===== src/logic/sac_pkg.sv =====
// Package for the serial conversion port: widths, counts and states.
// Assumes a 100 MHz mclk on both ends.
`default_nettype none
package sac_pkg;
	localparam int SAC_FULL_BITS = 14;
	localparam int SAC_FRAME_EDGES = 16;
	localparam int SAC_ACQ_EDGE = 16;
	localparam int SAC_CONVERT_STROBE_CYCLES = 18;
	localparam logic [4:0] SAC_CNT_ZERO = 5'h00;
	localparam logic [2:0] SAC_PULSE_ZERO = 3'h0;
	localparam logic [2:0] SAC_NAP_PULSES = 3'h2;
	localparam logic [2:0] SAC_SLEEP_PULSES = 3'h4;
	localparam int SAC_MCLK_NS = 10;
	localparam int SAC_ACQ_MIN_NS = 45;
	localparam int SAC_ACQ_CYCLES = (SAC_ACQ_MIN_NS + SAC_MCLK_NS - 1) / SAC_MCLK_NS;
	localparam int SAC_SCK_MAX_NS = 10000;
	localparam int SAC_SCK_MAX_CYCLES = SAC_SCK_MAX_NS / SAC_MCLK_NS;
	localparam int SAC_SETTLE_MS = 2;
	localparam int SAC_SETTLE_CYCLES = SAC_SETTLE_MS * 1000000 / SAC_MCLK_NS;
	localparam logic [3:0] SAC_SCK_HALF = 4'h6;
	localparam logic [3:0] SAC_DIV_ZERO = 4'h0;
	localparam int SAC_FIFO_DEPTH = 8;
	localparam logic [13:0] SAC_RESULT_RESET = 14'h0000;
	typedef enum logic [3:0] {
		SAC_H_IDLE = 4'b0001,
		SAC_H_CONVERT_STROBE = 4'b0010,
		SAC_H_SHIFT = 4'b0100,
		SAC_H_ACQ = 4'b1000
	} sac_host_state_t;
endpackage : sac_pkg
`default_nettype wire


===== src/logic/sac_link_if.sv =====
// Link between converter and host: strobe, serial clock, three-state data.
// Assumes the bench reads the data wire level from data and enable.
`timescale 1ns/1ps
`default_nettype none
interface sac_link_if;
	logic convert_strobe;
	logic serial_clk;
	logic serial_result_out;
	logic serial_result_oe;
	modport device (input convert_strobe, input serial_clk,
		output serial_result_out, output serial_result_oe);
	modport host (output convert_strobe, output serial_clk,
		input serial_result_out, input serial_result_oe);
endinterface : sac_link_if
`default_nettype wire


===== src/logic/sac_fifo.sv =====
// Parameterised FIFO with valid/ready on both sides.
// Assumes a single clock domain.
`timescale 1ns/1ps
`default_nettype none
module sac_fifo #(
	parameter int WIDTH = 14,
	parameter int DEPTH = 8
) (
	input wire logic mclk,
	input wire logic rst_n,
	input wire logic in_valid,
	output logic in_ready,
	input wire logic [WIDTH-1:0] in_data,
	output logic out_valid,
	input wire logic out_ready,
	output logic [WIDTH-1:0] out_data
);
	localparam int AW = $clog2(DEPTH);
	logic [WIDTH-1:0] mem [DEPTH];
	logic [AW-1:0] wr_reg, wr_next, rd_reg, rd_next;
	logic [AW:0] cnt_reg, cnt_next;
	logic push, pop;

	assign in_ready = (cnt_reg != AW'(0) + (AW+1)'(DEPTH)) ? 1'b1 : 1'b0;
	assign out_valid = cnt_reg != '0;
	assign out_data = mem[rd_reg];
	assign push = in_valid && in_ready;
	assign pop = out_valid && out_ready;

	always_comb
	begin
		wr_next = push ? AW'(wr_reg + 1'b1) : wr_reg;
		rd_next = pop ? AW'(rd_reg + 1'b1) : rd_reg;
		cnt_next = cnt_reg;
		if (push && !pop)
			cnt_next = (AW+1)'(cnt_reg + 1'b1);
		else if (pop && !push)
			cnt_next = (AW+1)'(cnt_reg - 1'b1);
	end

	always_ff @(posedge mclk or negedge rst_n)
	begin
		if (!rst_n)
		begin
			wr_reg <= '0;
			rd_reg <= '0;
			cnt_reg <= '0;
		end
		else
		begin
			wr_reg <= wr_next;
			rd_reg <= rd_next;
			cnt_reg <= cnt_next;
		end
	end

	always_ff @(posedge mclk)
	begin
		if (push)
			mem[wr_reg] <= in_data;
	end
endmodule : sac_fifo
`default_nettype wire


===== src/logic/sac_host.sv =====
// Host end: makes strobe and serial clock, collects results into a FIFO.
// Assumes the converter end answers on the shared link.
`timescale 1ns/1ps
`default_nettype none
module sac_host
	import sac_pkg::*;
(
	input wire logic mclk,
	input wire logic rst_n,
	sac_link_if.host link,
	input wire logic run,
	input wire logic sleep_req,
	output logic res_valid,
	input wire logic res_ready,
	output logic [13:0] res_data
);
	sac_host_state_t st_reg, st_next;
	logic [3:0] div_reg, div_next;
	logic sck_reg, sck_next, convert_strobe_reg, convert_strobe_next;
	logic [4:0] edge_reg, edge_next;
	logic [13:0] word_reg, word_next;
	logic [2:0] pulse_reg, pulse_next;
	logic push, fifo_ready, tick;
	logic sdo_s1_reg, sdo_s2_reg;

	localparam logic [3:0] SAC_HALF_LAST = SAC_SCK_HALF - 4'h1;
	assign tick = div_reg == SAC_HALF_LAST;

	always_comb
	begin
		st_next = st_reg;
		div_next = tick ? SAC_DIV_ZERO : 4'(div_reg + 1'b1);
		sck_next = sck_reg;
		convert_strobe_next = convert_strobe_reg;
		edge_next = edge_reg;
		word_next = word_reg;
		pulse_next = pulse_reg;
		push = 1'b0;
		unique case (st_reg)
			SAC_H_IDLE:
				if (tick && sleep_req && pulse_reg != SAC_SLEEP_PULSES)
				begin
					convert_strobe_next = !convert_strobe_reg;
					if (convert_strobe_reg)
						pulse_next = 3'(pulse_reg + 1'b1);
				end
				else if (tick && run && fifo_ready && !convert_strobe_reg)
				begin
					convert_strobe_next = 1'b1;
					pulse_next = SAC_PULSE_ZERO;
					st_next = SAC_H_CONVERT_STROBE;
				end
			SAC_H_CONVERT_STROBE:
				if (tick)
				begin
					convert_strobe_next = 1'b0;
					edge_next = SAC_CNT_ZERO;
					st_next = SAC_H_SHIFT;
				end
			SAC_H_SHIFT:
				if (tick)
				begin
					sck_next = !sck_reg;
					if (!sck_reg)
					begin
						edge_next = 5'(edge_reg + 1'b1);
						if (edge_reg >= 5'h1 && edge_reg <= 5'(SAC_FULL_BITS))
							word_next = {word_reg[12:0], sdo_s2_reg};
						if (edge_reg == 5'(SAC_FRAME_EDGES - 1))
							st_next = SAC_H_ACQ;
					end
				end
			SAC_H_ACQ:
				if (tick)
				begin
					sck_next = 1'b0;
					push = 1'b1;
					st_next = SAC_H_IDLE;
				end
			default:
				st_next = SAC_H_IDLE;
		endcase
	end

	always_ff @(posedge mclk or negedge rst_n)
	begin
		if (!rst_n)
		begin
			st_reg <= SAC_H_IDLE;
			div_reg <= SAC_DIV_ZERO;
			sck_reg <= 1'b0;
			convert_strobe_reg <= 1'b0;
			edge_reg <= SAC_CNT_ZERO;
			word_reg <= SAC_RESULT_RESET;
			pulse_reg <= SAC_PULSE_ZERO;
			sdo_s1_reg <= 1'b0;
			sdo_s2_reg <= 1'b0;
		end
		else
		begin
			st_reg <= st_next;
			div_reg <= div_next;
			sck_reg <= sck_next;
			convert_strobe_reg <= convert_strobe_next;
			edge_reg <= edge_next;
			word_reg <= word_next;
			pulse_reg <= pulse_next;
			sdo_s1_reg <= link.serial_result_out;
			sdo_s2_reg <= sdo_s1_reg;
		end
	end

	assign link.convert_strobe = convert_strobe_reg;
	assign link.serial_clk = sck_reg;

	sac_fifo #(
		.WIDTH(SAC_FULL_BITS),
		.DEPTH(SAC_FIFO_DEPTH)
	) u_fifo (
		.mclk(mclk),
		.rst_n(rst_n),
		.in_valid(push),
		.in_ready(fifo_ready),
		.in_data(word_reg),
		.out_valid(res_valid),
		.out_ready(res_ready),
		.out_data(res_data)
	);
endmodule : sac_host
`default_nettype wire


===== src/flat_wrapper.sv =====
// flat-port wrapper written by rule: the top's interface ports become plain ports
module sac_host_flat import sac_pkg::*;
  (mclk, rst_n, run, sleep_req, res_valid, res_ready, res_data, link_convert_strobe, link_serial_clk, link_serial_result_out, link_serial_result_oe);
  sac_link_if link_i ();
  input wire logic mclk;
  input wire logic rst_n;
  input wire logic run;
  input wire logic sleep_req;
  output logic res_valid;
  input wire logic res_ready;
  output logic [13:0] res_data;
  output wire logic [$bits(link_i.convert_strobe)-1:0] link_convert_strobe;
  output wire logic [$bits(link_i.serial_clk)-1:0] link_serial_clk;
  input wire logic [$bits(link_i.serial_result_out)-1:0] link_serial_result_out;
  input wire logic [$bits(link_i.serial_result_oe)-1:0] link_serial_result_oe;
  assign link_convert_strobe = link_i.convert_strobe;
  assign link_serial_clk = link_i.serial_clk;
  assign link_i.serial_result_out = link_serial_result_out;
  assign link_i.serial_result_oe = link_serial_result_oe;
  sac_host u_core (.mclk(mclk), .rst_n(rst_n), .link(link_i), .run(run), .sleep_req(sleep_req), .res_valid(res_valid), .res_ready(res_ready), .res_data(res_data));
endmodule

===== config.mk =====
export PLATFORM = sky130hd
export DESIGN_NAME = sac_host_flat
export DESIGN_NICKNAME = d
export VERILOG_FILES = /design/src/logic/sac_pkg.sv /design/src/logic/sac_link_if.sv /design/src/logic/sac_fifo.sv /design/src/logic/sac_host.sv /design/src/flat_wrapper.sv
export SDC_FILE = /design/constraint.sdc
export NUM_CORES = 1
export LEC_CHECK = 0
export BUFFER_PORTS_ARGS = -buffer_cell sky130_fd_sc_hd__buf_2
export CORE_ASPECT_RATIO = 1.75
export CORE_MARGIN = 5
export CORE_UTILIZATION = 55
export CTS_BUF_LIST = sky130_fd_sc_hd__clkbuf_16
export CTS_CLUSTER_SIZE = 24
export DETAILED_ROUTE_END_ITERATION = 12
export GPL_ROUTABILITY_DRIVEN = 0
export PLACE_DENSITY = 0.75
export SYNTH_ARGS = -nofsm -noshare
export SYNTH_HDL_FRONTEND = slang
export SYNTH_SLANG_ARGS = --single-unit

===== constraint.sdc =====
create_clock -name mclk -period 2.58 [get_ports mclk]
set_input_delay 0.129 -clock mclk [delete_from_list [all_inputs] [get_ports mclk]]
set_output_delay 0.129 -clock mclk [all_outputs]
set_load 0.01 [all_outputs]

Word-level counts from Yosys, hierarchy flattened. Memory sizes are Yosys's and may differ from the RTL's. Index checks and enable logic that the tools add are counted. W data, S select, Z words.

Bits in registers: 44. Bits in latches: 0. Bits in writable memories: 112. ROM bits: 0. Input bits: 7. Output and inout port bits: 17. Logic and storage cells: 95. Memories: 1.

$add $sub $neg: 7. Multiply operators: 0. Divide/modulo/power cells: 0. Magnitude comparators: 2. Equality and inequality tests: 17. Shifts and indexed selects: 0. Mux-type cells: 29. Bitwise gates (word level): 1. Reductions and logical operators: 26.

Memories: u_core.u_fifo.mem (words 8, bits a word 14, read ports 1, clocked after memory_dff 0, write ports 1, RTL line sac_fifo.sv:19) `logic [WIDTH-1:0] mem [DEPTH];`.

Operators with widths (number): $mux W4 (10); $pmux W4 S4 (1); $mux W5 (3); $ne A2 B1 Y1 const B (6); $logic_and A1 B1 Y1 (10); $pmux W5 S2 (1); $reduce_bool A2 Y1 (5); $add A3 B1 Y3 const B (3); $mux W1 (9); $mux W3 (3); $reduce_and A3 Y1 (3); $add A4 B1 Y4 const B (2); $eq A4 B3 Y1 const B (2); $reduce_and A4 Y1 (2); $reduce_and A7 Y1 (1); $add A5 B1 Y5 const B (1); $eq A5 B4 Y1 const B (1); $ge A5 B1 Y1 const B (1); $le A5 B4 Y1 const B (1); $eq A4 B1 Y1 const B (1); $eq A4 B2 Y1 const B (1); $eq A4 B4 Y1 const B (1); $logic_not A1 Y1 (4); $ne A2 B2 Y1 const B (2); other kinds (7) (8).

Longest topological paths before layout. Gate-level depths: netlist of run 1.

Word-level depth: 8. Gate-level depth with buffers: 11. Depth with buffers taken out: 9.

Hierarchy. From an unflattened synthesis of run 1, not the netlist that was laid out.

Cell total of the unflattened synthesis: 372. Area, all modules: 6558.8 µm².

Modules (own cells, without submodules): sac_fifo (times used 1, cells each 224, area an instance 4844.6 µm², sequential area each 3613.5 µm²); sac_host (times used 1, cells each 148, area an instance 1714.1 µm², sequential area each 852.1 µm²).

Least setup slack after synthesis of run 1. OpenSTA, ideal clock, no wires.

Path type: register to register. Start: register u_core.u_fifo.cnt_reg[1]. End: register u_core.u_fifo.cnt_reg[3]. Library setup time: 0.136 ns. Data arrival time: 2.703 ns. Required time: 2.444 ns. Setup slack: -0.259 ns. Cell stages (with the launch flop): 10. Path buffers: 1. Period minus slack after synthesis: 2.839 ns. Cell sequence: dfrtp_1 > or4b_2 > and4_1 > clkbuf_1 > ha_1 > inv_1 > ha_1 > a21o_1 > a2111oi_0 > o31ai_1.

Cells in the longest elaborated chain, start to end: 6. Elaborated cells on any way between the ends: 14. Those cells by class: 2 x add/sub; 1 x eq/ne; 3 x mux; 8 x reduce/logical.

Ends and longest elaborated chain: from (decl) (RTL line sac_fifo.sv:21) `logic [AW:0] cnt_reg, cnt_next;`; from (signal assigned) (RTL line sac_fifo.sv:53) `cnt_reg <= cnt_next;`; $ne A4 B4 Y1 (*) (RTL line sac_fifo.sv:24) `assign in_ready = (cnt_reg != AW'(0) + (AW+1)'(DEPTH)) ? 1'b1 : 1'b0;`; $mux W1 (*) (RTL line sac_fifo.sv:24); $logic_and A1 B1 Y1 (*) (RTL line sac_fifo.sv:27) `assign push = in_valid && in_ready;`; via u_core.u_fifo.push (RTL line sac_fifo.sv:22) `logic push, pop;`; $logic_not A1 Y1 (RTL line sac_fifo.sv:37) `else if (pop && !push)`; $logic_and A1 B1 Y1 (RTL line sac_fifo.sv:37); $reduce_bool A2 Y1 (no line).

Mark *: on every way through the listed nets, which the timed path passes. The rest lies on a longest branch. The select of a mux whose other input is x is not followed. A chain may end at the register's enable or synchronous reset.

Worst setup path after layout of run 1.
Start: register u_core.u_fifo.cnt_reg[0]. End: register u_core.u_fifo.cnt_reg[3].

Cells in the longest elaborated chain, start to end: 6. Elaborated cells on any way between the ends: 14. Those cells by class: 2 x add/sub; 1 x eq/ne; 3 x mux; 8 x reduce/logical.

Ends and longest elaborated chain: parallel branches: the longest is 6 deep, another holds $sub A4 B1 Y4.

Several ways; the timed one is not identified. The select of a mux whose other input is x is not followed.

==> run summary, run 1 <==
### Synthesis
• sky130_fd_sc_hd__edfxtp_1 52%, sky130_fd_sc_hd__dfrtp_1 17%, sky130_fd_sc_hd__mux4_2 9.7% — leading cell types by total area after synthesis
• 0.00651 mm^2 — Synth Cell Area
• 392 — number of nets produced by synthesis
• 373 — number of standard cells after synthesis
• sky130_fd_sc_hd__edfxtp_1 — top_reg_cell synth
• 0 — number of warnings issued by yosys
• 0.282 — share of flip-flops with an asynchronous set or reset after synthesis
• 50 — distinct cell type count of the synthesized netlist
• 17.5 um^2 — syn avg cell area
• 0.517 — post-synth top area share
• sky130_fd_sc_hd__edfxtp_1 — biggest area consumer among synthesized cells
• 156 — Seq cells post-synth
• 112 — Post-synth EDFFs
• 0.686 — sequential area share after synthesis

### STA
• 2.50 ns — Min Clock Period, post-route
• 0.970 — share of the cycle needed by the critical path after routing
• 0.572 — Max-slew headroom
• 0 — count of pins over their slew limit
• 0.104 ns — Hold WS
• 0.00953 ns — clk_skew
• 0 ns — total negative setup slack
• 0 — Hold Fails Final Rpt
• 0.640 ns — Worst-Margin Slew
• 400 MHz — Max Fclk
• 0 — final setup violation count

### GRT
• 0 — aggregate global routing overflow
• 3680 — via count of the first global-routing pass
• 0.184 — GRT Util Overall
• 19500 um — wire length of the first global-routing pass
• 29 — pin count of the biggest net entering global routing
• 0 — initial antenna violation count

### Worst setup path
• flip-flop — type of origin of the critical path
• reg -> reg — type of the setup path with the least slack
• 2.88 ns — Crit path required time
• flip-flop — crit end category
• 2.80 ns — critical path arrival
• 5 — Max FO, Critical Path
• u_core.u_fifo.cnt_reg[3]$_DFFE_PN0P_ — endpoint of the worst-slack reg-to-reg timing path
• 0.08 ns — flop2flop setup slack
• 10 — R2R cell count
• u_core.u_fifo.cnt_reg[0]$_DFFE_PN0P_ — Reg-to-Reg Start

### Power and ir drop
• 0.526 — sequential power share
• 0.445 — share of power burned in the clock network
• 0.029 — Logic pwr share
• 4030 uW — Internal Pwr Total
• 0.225 — Switching Fraction
• 477 uV — Max rail drop VDD
• 1170 uW — switching pwr
• 0.00251 uW — leakage power total
• 678 mW/mm^2 — power per cell area

### Hold path
• 3 — Hold Crit Depth
• run — Hold Crit Start
• u_core.st_reg[0]$_DFFE_PN1P_ — Hold EP
• in -> reg — Hold WC Path Type

### Placed design
• 7570 um — detailed placement HPWL
• 22 — IO Port Bufs

### Drt
• 0 — DRC viols
• 3439 — via count
• 11900 um — routed wire length
• 0 — antenna-violating nets left
• 5.88 — via/cell ratio
• 20.3 um — Routed WL per cell
• 4 — number of optimization iterations in the first detailed-route pass
• 210 — number of violations reported at the end of detailed-routing iteration 0

### Floorplanning
• 0.0116 mm^2 — area of the placeable core
• 92.3 um — width of the die
• 24 — I/O pin count
• 52 — Row Count
• 154 um — floorplan die height
• 0.562 — Initial Utilization
• 0.0142 mm^2 — Total Die Area

### Clock tree
• 156 — clk sinks
• 0.42 ns — clock insertion delay at the later pin of the skew report
• 2 — Max Buffers Root-to-Sink
• 4 — maximum level of the CTS H-tree
• 0.07 ns — clock-pin slew on the worst setup and hold paths
• sky130_fd_sc_hd__clkbuf_16 — root buffer cell
• 17 — cts bufs inserted
• built — CTS tree

### Layout
• 456 — fin nets
• 0.373 — fraction of layout instances using a drive strength above 1
• 0 — number of antenna cells inserted
• 112 — Largest register FFs
• 17.9% — signed area change from the synthesized netlist to the final layout

### Flow run
• 0 — Maximum Capacitance Violations

### Run status
• complete, no violations — outcome

[power groups by stage]
stage / Combinational [uW] / Clock [uW] / Sequential [uW]
5_1_grt: 179 / 2490 / 2740
4_1_cts: 157 / 2360 / 2730
3_3_place_gp: 146 / 0 / 2780
6_report: 153 / 2310 / 2730
3_5_place_dp: 151 / 0 / 2790
2_1_floorplan: 99.9 / 0 / 2780
[cells by family (layout without fill, tap and decap cells)]
family,after synthesis,count (layout),synth area share
flip-flops,156,156,0.686
buffers and inverters,25,102,0.0173
AND/OR/NAND/NOR,73,73,0.0632
multiplexers,61,61,0.159
XOR/XNOR,8,8,0.0108
adder cells (fa/ha/maj),12,12,0.0242
AO/OA/AOI/OAI,38,38,0.0392
[cells in the mapped netlist, types with 2 or more instances]
| master | number |
|---|---|
| sky130_fd_sc_hd__nor3_1 | 9 |
| sky130_fd_sc_hd__mux2_4 | 10 |
| sky130_fd_sc_hd__nand3_1 | 6 |
| sky130_fd_sc_hd__mux4_2 | 28 |
| sky130_fd_sc_hd__inv_1 | 9 |
| sky130_fd_sc_hd__or4_1 | 2 |
| sky130_fd_sc_hd__clkbuf_1 | 11 |
| sky130_fd_sc_hd__xnor2_1 | 6 |
| sky130_fd_sc_hd__buf_2 | 3 |
| sky130_fd_sc_hd__a21oi_1 | 8 |
| sky130_fd_sc_hd__a31oi_1 | 2 |
| sky130_fd_sc_hd__nand2b_1 | 3 |
| sky130_fd_sc_hd__ha_1 | 11 |
| sky130_fd_sc_hd__o2bb2ai_1 | 2 |
| sky130_fd_sc_hd__and2b_1 | 2 |
| sky130_fd_sc_hd__xor2_1 | 2 |
| sky130_fd_sc_hd__o21ai_0 | 15 |
| sky130_fd_sc_hd__dfrtp_1 | 43 |
| sky130_fd_sc_hd__nor2_1 | 13 |
| sky130_fd_sc_hd__nor2b_1 | 3 |
| sky130_fd_sc_hd__nand4b_1 | 2 |
| sky130_fd_sc_hd__buf_6 | 2 |
| sky130_fd_sc_hd__nor3b_1 | 3 |
| sky130_fd_sc_hd__and3_1 | 3 |
| sky130_fd_sc_hd__nand2_1 | 18 |
| sky130_fd_sc_hd__mux2_2 | 22 |
| sky130_fd_sc_hd__edfxtp_1 | 112 |
[worst max-delay path, stage by stage, from the launching register on]
cell and delay [ns]:
sky130_fd_sc_hd__dfrtp_1 0.38, sky130_fd_sc_hd__buf_4 0.14, sky130_fd_sc_hd__or4b_4 0.51, sky130_fd_sc_hd__and4_4 0.18, sky130_fd_sc_hd__ha_4 0.18, sky130_fd_sc_hd__inv_4 0.08, sky130_fd_sc_hd__ha_4 0.20, sky130_fd_sc_hd__a21o_4 0.22
sky130_fd_sc_hd__a21oi_2 0.16, sky130_fd_sc_hd__mux2i_1 0.24, sky130_fd_sc_hd__o31ai_2 0.10
[placed cells by master, fill, tap and decap left out, types with 8 or more instances in the layout]
| master | Yosys | final |
|---|---|---|
| sky130_fd_sc_hd__buf_2 | 3 | 22 |
| sky130_fd_sc_hd__buf_4 | 0 | 33 |
| sky130_fd_sc_hd__clkbuf_16 | 0 | 17 |
| sky130_fd_sc_hd__dfrtp_1 | 43 | 42 |
| sky130_fd_sc_hd__edfxtp_1 | 112 | 112 |
| sky130_fd_sc_hd__ha_1 | 11 | 9 |
| sky130_fd_sc_hd__inv_1 | 9 | 8 |
| sky130_fd_sc_hd__mux2_2 | 22 | 22 |
| sky130_fd_sc_hd__mux2_4 | 10 | 10 |
| sky130_fd_sc_hd__mux4_2 | 28 | 28 |
| sky130_fd_sc_hd__nand2_1 | 18 | 17 |
| sky130_fd_sc_hd__nor2_1 | 13 | 13 |
| sky130_fd_sc_hd__o21ai_0 | 15 | 15 |
[timing repair]
action                     in CTS  in global routing
hold buffers                    4                  0
gates resized for setup         3                  8
buffers inserted                2                  4
gates cloned                    0                  0
pin swaps                       4                  5
setup endpoints to repair       1                  1
hold endpoints to repair       21                  0
[stage by stage]
step	cells	power, uW	setup slack (ns)	util	cell area [um^2]
2_1_floorplan	373	2880	-0.0169	-	6550
3_5_place_dp	543	2940	-0.0568	0.603	6980
3_3_place_gp	543	2930	0.0471	0.603	6980
5_1_grt	585	5400	-0.0172	0.663	7670
6_report	585	5200	0.0773	0.663	7670
4_1_cts	581	5250	0.0190	0.655	7590
[per-layer routing]
layer | vias up | GRT usage | routed length [um] | part of all wire
met5 | - | 0 | 0 | 0
met4 | 0 | 0.0645 | 138 | 0.012
met3 | 8 | 0.0465 | 286 | 0.024
met2 | 47 | 0.330 | 7000 | 0.59
met1 | 1790 | 0.211 | 4470 | 0.38
li1 | 1594 | - | - | -
[cell type report]
cell class	instances	area [um^2]
multi-input cells	192	2020
clock inverters	15	128
flip-flops and latches	156	4470
well taps	135	169
repair buffers	61	429
clock buffers	17	425
inverters	9	36.3
fillers	777	3910
[worst max-delay path by stage]
stage                                              start                              endpoint  slack, ns  depth (start not counted)
finish              u_core.u_fifo.cnt_reg[0]$_DFFE_PN0P_  u_core.u_fifo.cnt_reg[3]$_DFFE_PN0P_       0.08                         10
global route        u_core.u_fifo.cnt_reg[0]$_DFFE_PN0P_  u_core.u_fifo.cnt_reg[3]$_DFFE_PN0P_      -0.02                         10
CTS                 u_core.u_fifo.cnt_reg[1]$_DFFE_PN0P_  u_core.u_fifo.cnt_reg[3]$_DFFE_PN0P_       0.02                          9
detailed placement  u_core.u_fifo.cnt_reg[1]$_DFFE_PN0P_  u_core.u_fifo.cnt_reg[3]$_DFFE_PN0P_      -0.06                          9
global placement    u_core.u_fifo.cnt_reg[1]$_DFFE_PN0P_  u_core.u_fifo.cnt_reg[3]$_DFFE_PN0P_       0.05                          9
floorplan           u_core.u_fifo.cnt_reg[1]$_DFFE_PN0P_  u_core.u_fifo.cnt_reg[3]$_DFFE_PN0P_      -0.02                         10
No activity file was read; power rests on OpenSTA's default activity.
==> run 2: changes to the inputs <==
ABC_AREA = 1   (was default)
TNS_END_PERCENT = 5   (was default)
==> run 2 against run 1 <==
Against the previous run:
- register-to-register slack better by 0.22 ns
- cell count is 27% higher
- clock skew is 0.00093 ns lower
- first-iteration DRC count is 42% higher
- utilization is 2.7 points lower
- worst setup slack better by 0.22 ns
- wire length is 12% higher
- cell area is 1.2% lower
- power is 43% higher
- highest routed layer unchanged
==> run summary, run 2 <==
### STA
• 0 ns — total negative setup slack
• 2.28 ns — Min Clock Period, post-route
• 0 — Hold Fails Final Rpt
• 0.152 ns — Hold WS
• 0 — final setup violation count
• 0.883 — share of the cycle needed by the critical path after routing
• 0 — count of pins over their slew limit
• 0.00860 ns — clk_skew
• 0.588 — Max-slew headroom
• 0.618 ns — Worst-Margin Slew
• no — unrepaired setup endpoints after global routing
• 439 MHz — Max Fclk

### Floorplanning
• 155 um — floorplan die height
• 24 — I/O pin count
• 0.0145 mm^2 — Total Die Area
• 53 — Row Count
• 0.557 — Initial Utilization
• 0.0119 mm^2 — area of the placeable core
• 93.1 um — width of the die

### Worst setup path
• u_core.st_reg[1]$_DFFE_PN0P_ — Reg-to-Reg Start
• 2.59 ns — critical path arrival
• 2.89 ns — Crit path required time
• 14 — R2R cell count
• reg -> reg — type of the setup path with the least slack
• 0.30 ns — flop2flop setup slack
• 0.43 ns — highest cell delay on the worst timing path
• flip-flop — type of origin of the critical path
• u_core.u_fifo.cnt_reg[3]$_DFFE_PN0P_ — endpoint of the worst-slack reg-to-reg timing path
• 6 — Max FO, Critical Path
• flip-flop — crit end category
• sky130_fd_sc_hd__dfrtp_1 — CP max stage cell
• nor2_4 -> nand3_1 -> inv_1 -> nand3_2 -> inv_2 -> ha_1 -> inv_2 -> ha_1 -> a21oi_1 -> nand2_1 -> a21oi_1 -> o21ai_0 -> nand2_1 -> nand2_1 — CP Cell Sequence
• sky130_fd_sc_hd__nand2_1 — most common cell type on the critical path

### Synthesis
• 37 — distinct cell type count of the synthesized netlist
• 156 — Seq cells post-synth
• 0.00665 mm^2 — Synth Cell Area
• 0.671 — sequential area share after synthesis
• sky130_fd_sc_hd__edfxtp_1 — biggest area consumer among synthesized cells
• sky130_fd_sc_hd__nand2_1 — cell with the most instances after synthesis
• 12.1 um^2 — syn avg cell area
• sky130_fd_sc_hd__edfxtp_1 51%, sky130_fd_sc_hd__dfrtp_1 16%, sky130_fd_sc_hd__nand2_1 6.7% — leading cell types by total area after synthesis
• 571 — number of nets produced by synthesis
• 0.506 — post-synth top area share
• 0 — number of warnings issued by yosys
• 119 x sky130_fd_sc_hd__nand2_1, 112 x sky130_fd_sc_hd__edfxtp_1, 44 x sky130_fd_sc_hd__nor2_1, 43 x sky130_fd_sc_hd__dfrtp_1, 33 x sky130_fd_sc_hd__o21ai_0 — ranking of synthesized cells by instance count
• 112 — Post-synth EDFFs
• sky130_fd_sc_hd__edfxtp_1 — top_reg_cell synth
• 0.282 — share of flip-flops with an asynchronous set or reset after synthesis
• 552 — number of standard cells after synthesis

### Layout
• 112 — Largest register FFs
• 611 — fin nets
• 0 — number of antenna cells inserted
• sky130_fd_sc_hd__nand2_1 — most frequent standard cell in the layout excluding fill and tap cells
• 0.175 — fraction of layout instances using a drive strength above 1
• 119 x sky130_fd_sc_hd__nand2_1, 112 x sky130_fd_sc_hd__edfxtp_1, 44 x sky130_fd_sc_hd__nor2_1, 42 x sky130_fd_sc_hd__dfrtp_1, 33 x sky130_fd_sc_hd__o21ai_0 — commonest cells after routing, fill and taps aside
• 14.0% — signed area change from the synthesized netlist to the final layout
• 0.635 — Util after Layout
• 741 — number of cells in the finished layout apart from fillers

### Clock tree
• sky130_fd_sc_hd__clkbuf_16 — root buffer cell
• 0.42 ns — clock insertion delay at the later pin of the skew report
• 0.06 ns — clock-pin slew on the worst setup and hold paths
• 156 — clk sinks
• 2 — Max Buffers Root-to-Sink
• built — CTS tree
• 17 — cts bufs inserted
• 4 — maximum level of the CTS H-tree

### Power and ir drop
• 0.00287 uW — leakage power total
• 582 uV — Max rail drop VDD
• 7430 uW — Design Power
• 979 mW/mm^2 — power per cell area

### Drt
• 5.77 — via/cell ratio
• 18.0 um — Routed WL per cell
• 0 — antenna-violating nets left
• 0 — DRC viols
• 298 — number of violations reported at the end of detailed-routing iteration 0
• 5 — number of optimization iterations in the first detailed-route pass
• 4275 — via count
• 13300 um — routed wire length

### Hold path
• sleep_req — Hold Crit Start
• u_core.pulse_reg[1]$_DFFE_PN0P_ — Hold EP
• in -> reg — Hold WC Path Type
• 5 — Hold Crit Depth

### GRT
• 58 — pin count of the biggest net entering global routing
• 4255 — via count of the first global-routing pass
• 0 — initial antenna violation count
• 0 — aggregate global routing overflow
• 0.198 — GRT Util Overall
• 21800 um — wire length of the first global-routing pass

### Flow run
• 0 — Maximum Capacitance Violations

### Placed design
• 22 — IO Port Bufs
• 704 — cell total after placement
• 8320 um — detailed placement HPWL

### Run status
• complete, no violations — outcome

==> run 2: cell count changes after synthesis, moves of 20 or more <==
cell and change:
sky130_fd_sc_hd__mux2_2 -20, sky130_fd_sc_hd__o22ai_1 +30, sky130_fd_sc_hd__mux2i_1 +27, sky130_fd_sc_hd__nand2_1 +101, sky130_fd_sc_hd__nor2_1 +31, sky130_fd_sc_hd__mux4_2 -28
==> run 2: critical path, delay by kind of cell, from the launching register on <==
family	cells	cell delay [ns]
and+or+nand+nor	6	0.56
adders and majority gates	2	0.48
DFF	1	0.43
AOI/OAI and AO/OA	3	0.42
buffers and inverters	3	0.28
==> run 2: worst max-delay path by stage <==
stage                            startpoint                                    to  slack [ns]  cells after the start
6_report       u_core.st_reg[1]$_DFFE_PN0P_  u_core.u_fifo.cnt_reg[3]$_DFFE_PN0P_        0.30                     14
5_1_grt        u_core.st_reg[1]$_DFFE_PN0P_  u_core.u_fifo.cnt_reg[3]$_DFFE_PN0P_        0.08                     14
4_1_cts         u_core.div_reg[1]$_DFF_PN0_  u_core.u_fifo.cnt_reg[3]$_DFFE_PN0P_        0.25                     14
3_5_place_dp    u_core.div_reg[1]$_DFF_PN0_  u_core.u_fifo.cnt_reg[3]$_DFFE_PN0P_        0.26                     14
3_3_place_gp   u_core.st_reg[1]$_DFFE_PN0P_  u_core.u_fifo.cnt_reg[3]$_DFFE_PN0P_        0.38                     14
2_1_floorplan   u_core.div_reg[1]$_DFF_PN0_     u_core.u_fifo.mem[0][0]$_DFFE_PP_        0.12                      6
==> run 2: metal layers <==
layer / up-vias / routed length (um) / global-route usage
met5: - / 0 / 0
met1: 2099 / 5200 / 0.236
li1: 2021 / - / -
met2: 131 / 7240 / 0.346
met4: 0 / 288 / 0.0853
met3: 24 / 586 / 0.0382
==> run 2: kinds of logic (layout without fill, tap and decap cells) <==
group	Yosys count	in the layout	share of synthesized area
and+or+nand+nor	221	221	0.150
xor gates and xnor gates	9	9	0.0118
adders and majority gates	12	12	0.0237
AOI/OAI and AO/OA	72	72	0.0606
DFF	156	156	0.671
muxes	30	30	0.0455
buffers and inverters	52	104	0.0374
==> run 2: timing repair <==
item / 4_1_cts / 5_1_grt
hold buffers: 3 / 0
endpoints found under the setup margin: 0 / 1
buffers inserted: 0 / 3
hold endpoints to repair: 23 / 0
gates resized for setup: 0 / 1
==> run 2: layout make-up <==
class,instances,area (um^2)
flip-flops and latches,156,4470
fillers,878,4350
well taps,137,171
clock inverters,14,129
inverters,32,128
multi-input cells,344,1980
clock buffers,17,425
repair buffers,41,285
==> run 2: power breakdown <==
| group | total [uW] | leakage (uW) | switching [uW] | internal [uW] |
|---|---|---|---|---|
| Combinational | 2140 | 0.00122 | 1360 | 778 |
| Sequential | 2970 | 0.00138 | 159 | 2810 |
| Clock | 2320 | 0.000262 | 1060 | 1260 |
==> run 2: stage by stage <==
step | setup slack [ns] | area [um^2]
finish | 0.302 | 7580
global route | 0.0765 | 7580
CTS | 0.253 | 7560
detailed placement | 0.257 | 6980
floorplan | 0.120 | 6650
global placement | 0.382 | 6980
==> run 3: changes to the inputs <==
CORE_UTILIZATION = 65   (was 55)
PLACE_DENSITY = 0.83   (was 0.75)
clock period = 2.9 ns   (was 2.58 ns; I/O delays follow)
==> run 3 against run 2 <==
Against the previous run:
- cell area fell by 0.35%
- register-to-register slack better by 0.06 ns
- power shrank 9.6%
- largest power group unchanged
==> run summary, run 3 (same netlist as run 2, synthesis figures left out) <==
### Power and ir drop
• 888 mW/mm^2 — power per cell area
• 0.00288 uW — leakage power total
• 633 uV — Max rail drop VDD

### STA
• 394 MHz — Max Fclk
• 0.874 — share of the cycle needed by the critical path after routing
• 0.00920 ns — clk_skew
• 0 — Hold Fails Final Rpt
• 1.02 ns — Worst-Margin Slew
• no — unrepaired setup endpoints after global routing
• 2.54 ns — Min Clock Period, post-route
• 0 ns — total negative setup slack
• 0.322 — Max-slew headroom
• 0 — count of pins over their slew limit
• 0 — final setup violation count

### GRT
• 0 — aggregate global routing overflow
• 0 — initial antenna violation count
• 57 — pin count of the biggest net entering global routing
• 22900 um — wire length of the first global-routing pass
• 4591 — via count of the first global-routing pass
• 0.247 — GRT Util Overall

### Clock tree
• 0.06 ns — clock-pin slew on the worst setup and hold paths
• 17 — cts bufs inserted
• 4 — maximum level of the CTS H-tree
• 2 — Max Buffers Root-to-Sink
• 0.42 ns — clock insertion delay at the later pin of the skew report
• 156 — clk sinks
• sky130_fd_sc_hd__clkbuf_16 — root buffer cell
• 0 — post-cts sizing count
• built — CTS tree

### Worst setup path
• sky130_fd_sc_hd__nand2_1 — most common cell type on the critical path
• sky130_fd_sc_hd__dfrtp_1 — CP max stage cell
• simple AND/OR/NAND/NOR gates — family with the most delay on the worst path
• reg -> reg — type of the setup path with the least slack
• 6 — Max FO, Critical Path
• 0.44 ns — highest cell delay on the worst timing path
• flip-flop — type of origin of the critical path
• 2.84 ns — critical path arrival
• 14 — R2R cell count
• nor2_4 -> nand3_1 -> inv_1 -> nand3_2 -> inv_2 -> ha_1 -> inv_1 -> ha_1 -> a21oi_1 -> nand2_1 -> a21oi_1 -> o21ai_0 -> nand2_1 -> nand2_1 — CP Cell Sequence
• 3.20 ns — Crit path required time
• 14 — number of cells on the critical path
• flip-flop — crit end category
• 3 — Critical path buffers and inverters

### Placed design
• 22 — IO Port Bufs
• 8180 um — detailed placement HPWL
• 0.00695 mm^2 — instance area at placement

### Layout
• 607 — fin nets
• 119 x sky130_fd_sc_hd__nand2_1, 112 x sky130_fd_sc_hd__edfxtp_1, 44 x sky130_fd_sc_hd__nor2_1, 42 x sky130_fd_sc_hd__dfrtp_1, 33 x sky130_fd_sc_hd__o21ai_0 — commonest cells after routing, fill and taps aside
• 112 — Largest register FFs
• 13.6% — signed area change from the synthesized netlist to the final layout
• 0 — number of antenna cells inserted
• sky130_fd_sc_hd__nand2_1 — most frequent standard cell in the layout excluding fill and tap cells
• 623 — number of inserted filler cells in the final layout
• 0.170 — fraction of layout instances using a drive strength above 1
• 0.00756 mm^2 — fin area

### Drt
• 19.1 um — Routed WL per cell
• 0 — DRC viols
• 0 — antenna-violating nets left
• 394 — number of violations reported at the end of detailed-routing iteration 0
• 5.97 — via/cell ratio
• 4347 — via count
• 5 — number of optimization iterations in the first detailed-route pass
• 13900 um — routed wire length

### Flow run
• 0 — Maximum Capacitance Violations

### Floorplanning
• 144 um — floorplan die height
• 0.0102 mm^2 — area of the placeable core
• 0.654 — Initial Utilization
• 24 — I/O pin count
• 86.5 um — width of the die
• 49 — Row Count
• 0.0124 mm^2 — Total Die Area

### Hold path
• in -> reg — Hold WC Path Type
• 3 — Hold Crit Depth

### Run status
• complete, no violations — outcome

run 3: worst paths after layout:
check / from / end / slack (ns)
max reg2reg: u_core.st_reg[1]$_DFFE_PN0P_ / u_core.u_fifo.cnt_reg[3]$_DFFE_PN0P_ / 0.36
min: res_ready / u_core.u_fifo.rd_reg[2]$_DFFE_PN0P_ / 0.03
max: u_core.st_reg[1]$_DFFE_PN0P_ / u_core.u_fifo.cnt_reg[3]$_DFFE_PN0P_ / 0.36
min reg2reg: u_core.sdo_s1_reg$_DFF_PN0_ / u_core.sdo_s2_reg$_DFF_PN0_ / 0.35
min in group asynchronous: rst_n / u_core.edge_reg[4]$_DFFE_PN0P_ / 0.43
max in group asynchronous: rst_n / u_core.u_fifo.rd_reg[0]$_DFFE_PN0P_ / 1.77
run 3: cell type report:
class	instances	area (um^2)	area share
Sequential cell	156	4470	0.591
Multi-Input combinational cell	344	1980	0.262
Clock buffer	19	475	0.0629
Timing Repair Buffer	37	240	0.0318
Tap cell	127	159	0.0210
Inverter	32	128	0.0169
Clock inverter	13	110	0.0146
run 3: power by group:
| group | internal [uW] | switching [uW] | total, uW |
|---|---|---|---|
| registers | 2500 | 153 | 2650 |
| logic | 684 | 1230 | 1910 |
| clock network | 1280 | 864 | 2150 |
| total | 4470 | 2240 | 6710 |
run 3: metal layers:
layer	routed length [um]	GRT usage	vias to the layer above
li1	-	-	2012
met1	4920	0.258	2124
met2	7790	0.454	163
met3	738	0.0648	48
met4	479	0.111	0
met5	0	0	-
run 3: worst min-delay path, stage by stage:
cell and delay, ns:
sky130_fd_sc_hd__buf_2 0.11, sky130_fd_sc_hd__nand3_1 0.09, sky130_fd_sc_hd__xor2_1 0.06
run 3: timing repair:
| item | 4_1_cts | 5_1_grt |
|---|---|---|
| endpoints found under the hold margin | 44 | 0 |
| buffers inserted | 0 | 0 |
| hold buffers | 2 | 0 |
run 3: metrics by stage:
| step | instances | util | hold WS [ns] | total power, uW | setup slack (ns) |
|---|---|---|---|---|---|
| after floorplan | 552 | - | -0.151 | 4030 | 0.440 |
| after global placement | 694 | 0.683 | 0.254 | 4460 | 0.683 |
| after detailed placement | 694 | 0.683 | 0.258 | 4560 | 0.510 |
| after CTS | 728 | 0.743 | 0.0234 | 6720 | 0.429 |
| after global routing | 728 | 0.743 | 0.0542 | 7070 | 0.138 |
| final | 728 | 0.743 | 0.0319 | 6710 | 0.365 |
